$ cat config.mk
export PLATFORM = sky130hd
export DESIGN_NAME = cpmc_top
export DESIGN_NICKNAME = d
export VERILOG_FILES = /design/src/pkg/cpmc_pkg.sv /design/src/pkg/cpmc_if.sv /design/src/hw/cpmc_mcd_timer.sv /design/src/hw/cpmc_top.sv
export SDC_FILE = /design/constraint.sdc
export NUM_CORES = 1
export LEC_CHECK = 0
export BUFFER_PORTS_ARGS = -buffer_cell sky130_fd_sc_hd__buf_2
export CELL_PAD_IN_SITES_DETAIL_PLACEMENT = 0
export CELL_PAD_IN_SITES_GLOBAL_PLACEMENT = 1
export CORE_UTILIZATION = 41
export CTS_BUF_LIST = sky130_fd_sc_hd__clkbuf_2 sky130_fd_sc_hd__clkbuf_4 sky130_fd_sc_hd__clkbuf_8
export DETAILED_ROUTE_END_ITERATION = 16
export GPL_TIMING_DRIVEN = 1
export PLACE_DENSITY = 0.82
export SYNTH_ARGS = -nofsm -noshare
export SYNTH_HDL_FRONTEND = slang
export SYNTH_SLANG_ARGS = --single-unit
$ cat constraint.sdc
create_clock -name CORE_CLK -period 2.72 [get_ports CORE_CLK]
set_input_delay 0.408 -clock CORE_CLK [delete_from_list [all_inputs] [get_ports CORE_CLK]]
set_output_delay 0.408 -clock CORE_CLK [all_outputs]
set_load 0.01 [all_outputs]
$ cat src/pkg/cpmc_pkg.sv
// shared constants and types for the cpu power mode control block
package cpmc_pkg;
    // ==========================================================
    // register map
    localparam logic [7:0] CPMC_PCTL_ADDR    = 8'h87;
    localparam logic [7:0] CPMC_PCTL_RESET   = 8'h00;
    localparam int         CPMC_IDLE_BIT     = 0;
    localparam int         CPMC_STOP_BIT     = 1;
    localparam int         CPMC_RSVD2_BIT    = 2;
    localparam int         CPMC_SST1_BIT     = 3;
    localparam int         CPMC_SBH1_BIT     = 4;
    localparam int         CPMC_RSVD5_BIT    = 5;
    localparam int         CPMC_SST0_BIT     = 6;
    localparam int         CPMC_SBH0_BIT     = 7;
    // reserved bits 5 and 2 and the one-shot bits 1 and 0 read as zero
    localparam logic [7:0] CPMC_KEEP_MASK    = 8'hD8;
    // fetch address after any reset that ends idle or stop
    localparam logic [15:0] CPMC_RESET_VECTOR = 16'h0000;

    // ==========================================================
    // timing
    localparam int CPMC_CLK_MHZ      = 50;
    localparam int CPMC_DET_TIME_US  = 100;
    localparam int CPMC_DET_CYCLES   = CPMC_DET_TIME_US * CPMC_CLK_MHZ;
    localparam int CPMC_CNT_W        = 16;

    // ==========================================================
    // power states, one-hot
    typedef enum logic [2:0] {
        CPMC_RUN  = 3'h1,
        CPMC_IDLE = 3'h2,
        CPMC_STOP = 3'h4
    } cpmc_state_e;
endpackage : cpmc_pkg

$ cat src/pkg/cpmc_if.sv
// carrier between the mode controller and the missing clock timer
`timescale 1ns/10ps
interface cpmc_if;
    logic clock_halted;   // oscillator gated off
    logic detector_on;    // detector enabled
    logic timeout;        // detector expired, one cycle
    modport ctrl  (output clock_halted, output detector_on, input timeout);
    modport timer (input clock_halted, input detector_on, output timeout);
endinterface : cpmc_if

$ cat src/hw/cpmc_mcd_timer.sv
// missing clock timer: counts a free running reference while the clock is halted
`timescale 1ns/10ps
module cpmc_det_timer
    import cpmc_pkg::*;
#(
    parameter int DET_CYCLES = CPMC_DET_CYCLES
) (
    input  wire logic  CORE_CLK,
    input  wire logic  RST,
    cpmc_if.timer      link
);
    typedef struct packed {
        logic [CPMC_CNT_W-1:0] count;
        logic                  fired;
    } cpmc_tmr_s;

    cpmc_tmr_s cur;
    cpmc_tmr_s next_cur;

    // ==========================================================
    // timeout counter; modelled on the free reference, not the halted clock
    always_comb begin
        next_cur = cur;
        next_cur.fired = 1'b0;
        if (!(link.clock_halted && link.detector_on)) begin
            next_cur.count = '0;
        end else if (cur.count == CPMC_CNT_W'(DET_CYCLES - 1)) begin
            next_cur.fired = 1'b1;
            next_cur.count = '0;
        end else begin
            next_cur.count = cur.count + CPMC_CNT_W'(1);
        end
    end

    always_ff @(posedge CORE_CLK) begin
        if (RST) begin
            cur <= '0;
        end else begin
            cur <= next_cur;
        end
    end

    assign link.timeout = cur.fired;
endmodule : cpmc_det_timer

$ cat src/hw/cpmc_top.sv
// cpu power mode control: power control register, idle and stop sequencing
// How it works
// - writing stop bit enters stop once the writing instruction completes
// - stop halts cpu clock and oscillator, stopping digital peripherals
// - only internal or external reset leaves stop; interrupts ignored
// - reset ending stop runs normal sequence, fetch restarts at zero
// - enabled missing clock detector resets after 100 us of halted clock
// - idle bit halts cpu after instruction; peripherals keep clocks
// - enabled interrupt in idle clears idle and resumes the cpu
// - reset during idle ends idle, restarting at address zero
`timescale 1ns/10ps
module cpmc_top
    import cpmc_pkg::*;
(
    input  wire logic       CORE_CLK,
    input  wire logic       RST,
    input  wire logic [7:0] SFR_ADDR,
    input  wire logic [7:0] SFR_WDATA,
    input  wire logic       SFR_WR,
    input  wire logic       SFR_RD,
    output logic      [7:0] SFR_RDATA,
    input  wire logic       INSN_DONE,
    input  wire logic       IRQ_PENDING,
    input  wire logic       DETECTOR_ENABLE,
    output logic            CPU_CLK_EN,
    output logic            OSC_EN,
    output logic            IDLE_ACTIVE,
    output logic            STOP_ACTIVE,
    output logic            INTERNAL_RESET,
    output logic [15:0]     RESET_VECTOR,
    output logic            SERIAL0_BAUD_HALVING_OFF,
    output logic            SERIAL0_ENHANCED_STATUS_VIEW,
    output logic            SERIAL1_BAUD_HALVING_OFF,
    output logic            SERIAL1_ENHANCED_STATUS_VIEW
);
    // all block state lives in one packed struct so reset can clear it in
    // one place; the detector timeout resets only state, stop_req, idle_req and kept; the two filtered
    // inputs cost four flops each, traded for immunity to glitches
    // on the interrupt and detector enable lines, which come from
    // outside this clock's reach
    typedef struct packed {
        cpmc_state_e state;
        logic [7:0]  kept;        // serial bits held in the register
        logic        stop_req;    // stop write seen, waiting for insn end
        logic        idle_req;    // idle write seen, waiting for insn end
        logic [7:0]  rdata;
        logic        irq_s1;
        logic        irq_s2;
        logic        irq_s3;
        logic        det_s1;
        logic        det_s2;
        logic        det_s3;
        logic        irq_q;       // filtered interrupt level
        logic        det_q;       // filtered detector enable
        logic        int_rst;
    } cpmc_top_s;

    cpmc_top_s cur;
    cpmc_top_s next_cur;
    cpmc_if    link ();

    // ==========================================================
    // missing clock timer; runs while the core clock is gated off
    // limitation: a long stop with the detector left on always ends early
    cpmc_det_timer #(
        .DET_CYCLES (CPMC_DET_CYCLES)
    ) cpmc_det_timer_inst (
        .CORE_CLK (CORE_CLK),
        .RST      (RST),
        .link     (link)
    );

    assign link.clock_halted = (cur.state == CPMC_STOP);
    assign link.detector_on  = cur.det_q;

    // ==========================================================
    // next state
    always_comb begin
        logic wr_hit;
        logic rd_hit;
        wr_hit = 1'b0;
        rd_hit = 1'b0;
        next_cur = cur;
        wr_hit = SFR_WR && (SFR_ADDR == CPMC_PCTL_ADDR);
        rd_hit = SFR_RD && (SFR_ADDR == CPMC_PCTL_ADDR);

        // pin-style inputs: three stages, accept when last two agree
        next_cur.irq_s1 = IRQ_PENDING;
        next_cur.irq_s2 = cur.irq_s1;
        next_cur.irq_s3 = cur.irq_s2;
        if (cur.irq_s2 == cur.irq_s3) begin
            next_cur.irq_q = cur.irq_s3;
        end
        next_cur.det_s1 = DETECTOR_ENABLE;
        next_cur.det_s2 = cur.det_s1;
        next_cur.det_s3 = cur.det_s2;
        if (cur.det_s2 == cur.det_s3) begin
            next_cur.det_q = cur.det_s3;
        end

        // register write: serial bits stored, mode bits latched as one-shots
        if (wr_hit && cur.state == CPMC_RUN) begin
            next_cur.kept = SFR_WDATA & CPMC_KEEP_MASK;
            if (SFR_WDATA[CPMC_STOP_BIT]) begin
                next_cur.stop_req = 1'b1;
            end
            if (SFR_WDATA[CPMC_IDLE_BIT]) begin
                next_cur.idle_req = 1'b1;
            end
        end

        // read returns kept bits; mode bits and reserved bits always zero
        if (rd_hit) begin
            next_cur.rdata = cur.kept;
        end else begin
            next_cur.rdata = 8'h00;
        end

        next_cur.int_rst = link.timeout;

        case (cur.state)
            CPMC_RUN: begin
                // stop wins when both bits are written together
                if (INSN_DONE && (cur.stop_req || (wr_hit && SFR_WDATA[CPMC_STOP_BIT]))) begin
                    next_cur.state    = CPMC_STOP;
                    next_cur.stop_req = 1'b0;
                    next_cur.idle_req = 1'b0;
                end else if (INSN_DONE
                             && (cur.idle_req || (wr_hit && SFR_WDATA[CPMC_IDLE_BIT]))) begin
                    next_cur.state    = CPMC_IDLE;
                    next_cur.idle_req = 1'b0;
                end
            end
            CPMC_IDLE: begin
                // resume only on the filtered level, never on a glitch
                if (cur.irq_q) begin
                    next_cur.state = CPMC_RUN;
                end
            end
            CPMC_STOP: begin
                // interrupts deliberately not looked at here
                next_cur.state = CPMC_STOP;
            end
            default: begin
                next_cur.state = CPMC_RUN;
            end
        endcase

        // detector reset clears state, both requests and kept; the filters and rdata run on
        if (link.timeout) begin
            next_cur.state    = CPMC_RUN;
            next_cur.stop_req = 1'b0;
            next_cur.idle_req = 1'b0;
            next_cur.kept     = CPMC_PCTL_RESET;
        end
    end

    // ==========================================================
    // state register; RST ends idle or stop
    always_ff @(posedge CORE_CLK) begin
        if (RST) begin
            cur       <= '0;
            cur.state <= CPMC_RUN;
            cur.kept  <= CPMC_PCTL_RESET;
        end else begin
            cur <= next_cur;
        end
    end

    // ==========================================================
    // outputs
    assign CPU_CLK_EN   = (cur.state == CPMC_RUN);
    assign OSC_EN       = (cur.state != CPMC_STOP);
    assign IDLE_ACTIVE  = (cur.state == CPMC_IDLE);
    assign STOP_ACTIVE  = (cur.state == CPMC_STOP);
    assign INTERNAL_RESET = cur.int_rst;
    assign RESET_VECTOR = CPMC_RESET_VECTOR;
    assign SFR_RDATA    = cur.rdata;
    assign SERIAL0_BAUD_HALVING_OFF     = cur.kept[CPMC_SBH0_BIT];
    assign SERIAL0_ENHANCED_STATUS_VIEW = cur.kept[CPMC_SST0_BIT];
    assign SERIAL1_BAUD_HALVING_OFF     = cur.kept[CPMC_SBH1_BIT];
    assign SERIAL1_ENHANCED_STATUS_VIEW = cur.kept[CPMC_SST1_BIT];
endmodule : cpmc_top

==> impl_metrics.tcl <==
set metrics [dict create \
    route.met2.wl_mm 1.28 \
    ys_ff_latch 39 \
    ys.flop_type "dfxtp_1" \
    hold_path.class "in2reg" \
    nFillCells 418 \
    die_area_um2 4510 \
    coreArea_um2 4030 \
    port_buffers 33 \
    initial_core_util 0.432 \
    syn_to_final_growth_pct 13.4 \
    io_pins 56 \
    ys_top_cells_by_count "dfxtp_1, nor2_1, buf_4" \
    rsz0062_at_grt "no" \
    end_kind "flop" \
    hold_buffers 0 \
    synth_xor_xnor_area_share 0.0603 \
    syn_area_um2 1740 \
    crit_type "reg2reg" \
    tns_ps 0 \
    drt-met1-wl_mm 1.35 \
    cts_setup_buffers 0 \
    ys_warn_count 0 \
    grt_pass1_wl_mm 4.79 \
    die_x_um 67.2 \
    timing.final.crit_period_ps 1900 \
    required_ps 2890 \
    yosysSeqAreaShare 0.448 \
    power_frac_seq 0.484 \
    antenna_found_initial 0 \
    crit_path_start_kind "flop" \
    vias 1251 \
    drt_iter0_drc 56 \
    relSlewSlack 0.601 \
    worstMarginPinSlew_ps 591 \
    drive_above_1_share 0.203 \
    wl_per_cell_um 10.4 \
    yosys.area.top_type "dfxtp_1" \
    h-tree-depth 2 \
    muxShareOfSynthArea 0.0287 \
    ant_nets 0 \
    grtUsageTotal 0.144 \
    drcViolationCount 0 \
    top_layer "met4" \
    syn_inst 189 \
    power.leakage_uw 0.000841 \
    power_density_nw_per_um2 602 \
    synth_top_family_by_area "simple AND/OR/NAND/NOR gates" \
    cap_violations 0 \
    ys_top_cells_by_area "dfxtp_1, buf_4, nor2_1" \
    synth_compound_area_frac 0.0654 \
    clock_skew_ps 4.41 \
    synthArstFlopShare 0 \
    viasPerCell 4.60 \
    p_total_uw 1190 \
    grt_max_degree 17 \
    yosys.area_share.simple 0.254 \
    cts_resized 0 \
    place.detailed.hpwl_mm 2.03 \
    crit_arrival_ps 2070 \
    switching_share 0.187 \
    num_antenna_cells 0 \
    drv_slew 0 \
    grt_pass1_vias 1108 \
    cts_tree "built" \
    numCtsBuffers 5 \
    p_comb_frac 0.034 \
    internal_power_uw 966 \
    nets 245 \
    outcome "finished, final reports clean" \
    cts_root_buffer "clkbuf_8" \
    synth_top_area_frac 0.448 \
    synth_edf_count 0 \
    fin_crit_sh 0.698 \
    row_count 23 \
    fmax_mhz 526 \
    dr.pass1.iters 4 \
    synth_most_common_cell "dfxtp_1" \
    cp_max_fo 16 \
    cts_buffer_depth 2 \
    vdd_ir_drop_max_uv 289 \
    ys_types 40 \
    drt_wl_total_mm 2.84 \
    dr_wl_met3_um 185 \
    clk_latency_ps 290 \
    hold_viol 0 \
    clk_pin_slew_ps 70 \
    p_switching_uw 222 \
    gp_congestion 0.719 \
    synth_area_per_cell_um2 9.22 \
    finalSetupViolCount 0 \
    die_h_um 67.2 \
    synth-adder-area-share 0.00718 \
    overflow 0 \
    p_clk_frac 0.482 \
    cts.sinks 39 \
]
layout by cell type (no fill, tap or decap), types with 3 or more instances in the layout:
cell,count
nor4_1,3
nor2b_1,7
xnor2_1,10
nand2_1,10
dfxtp_1,39
nor3_1,4
a21oi_1,6
conb_1,20
nor2_1,26
and2_1,4
o21ai_0,4
buf_2,33
nand3_1,5
mux2i_1,5
inv_1,8
clkbuf_8,5
critical path, stage by stage, from the launching register on:
cell,delay (ps)
dfxtp_1,360
ha_1,230
or4bb_1,420
or4_4,460
nand4b_4,240
nor2_1,80
layout make-up:
class,instances,area [um2],area share
clock buffers,6,76.3,0.0387
clock inverters,2,60.1,0.0304
inverters,8,30.0,0.0152
multi-input cells,134,800,0.405
flip-flops and latches,39,781,0.395
well taps,50,62.6,0.0317
repair buffers,33,165,0.0837
flip-flops by register name, indices dropped and copies added (netlist names):
name and cells:
cur 12, INTERNAL_RESET 1, SERIAL1_ENHANCED_STATUS_VIEW 1, cpmc_det_timer_inst.link.timeout 1, SFR_RDATA 4, SERIAL0_ENHANCED_STATUS_VIEW 1
link.detector_on 1, SERIAL1_BAUD_HALVING_OFF 1, SERIAL0_BAUD_HALVING_OFF 1, cpmc_det_timer_inst.cur 16
cell families after synthesis:
| family | count (synthesis) |
|---|---|
| other | 1 |
| AOI/OAI and AO/OA | 17 |
| xor gates and xnor gates | 12 |
| and+or+nand+nor | 79 |
| adders and majority gates | 1 |
| muxes | 5 |
| buffers and inverters | 35 |
| DFF | 39 |
path summary, 6_finish.rpt:
check,from,end,slack (ps),cells past startpoint
worst max-delay path,cpmc_det_timer_inst.cur[1],cpmc_det_timer_inst.cur[13],820,5
worst min-delay path,IRQ_PENDING,cur[8],330,2
worst max register to register,cpmc_det_timer_inst.cur[1],cpmc_det_timer_inst.cur[13],820,5
worst min register to register,cur[8],cur[7],440,1
layer usage:
layer,track usage,up-vias
met2,0.228,35
met5,0,-
met1,0.169,557
met3,0.0422,4
li1,-,655
met4,0.0957,0
power groups by stage:
stage	sequential (uW)	combinational (uW)	clock, uW
2_1_floorplan	589	44.5	0
5_1_grt	576	46.0	619
6_report	576	40.3	573
3_5_place_dp	589	39.9	0
4_1_cts	575	40.1	594
3_3_place_gp	589	39.9	0
through the flow:
stage	util	hold slack, ps	instances	area, um2	setup WS (ps)
after detailed placement	0.456	426	264	1840	748
after floorplan	-	414	208	1810	917
after global routing	0.490	337	272	1970	721
final	0.490	325	272	1970	821
after CTS	0.490	312	272	1970	802
after global placement	0.456	418	264	1840	766
Power figures use the tool's default switching activity.
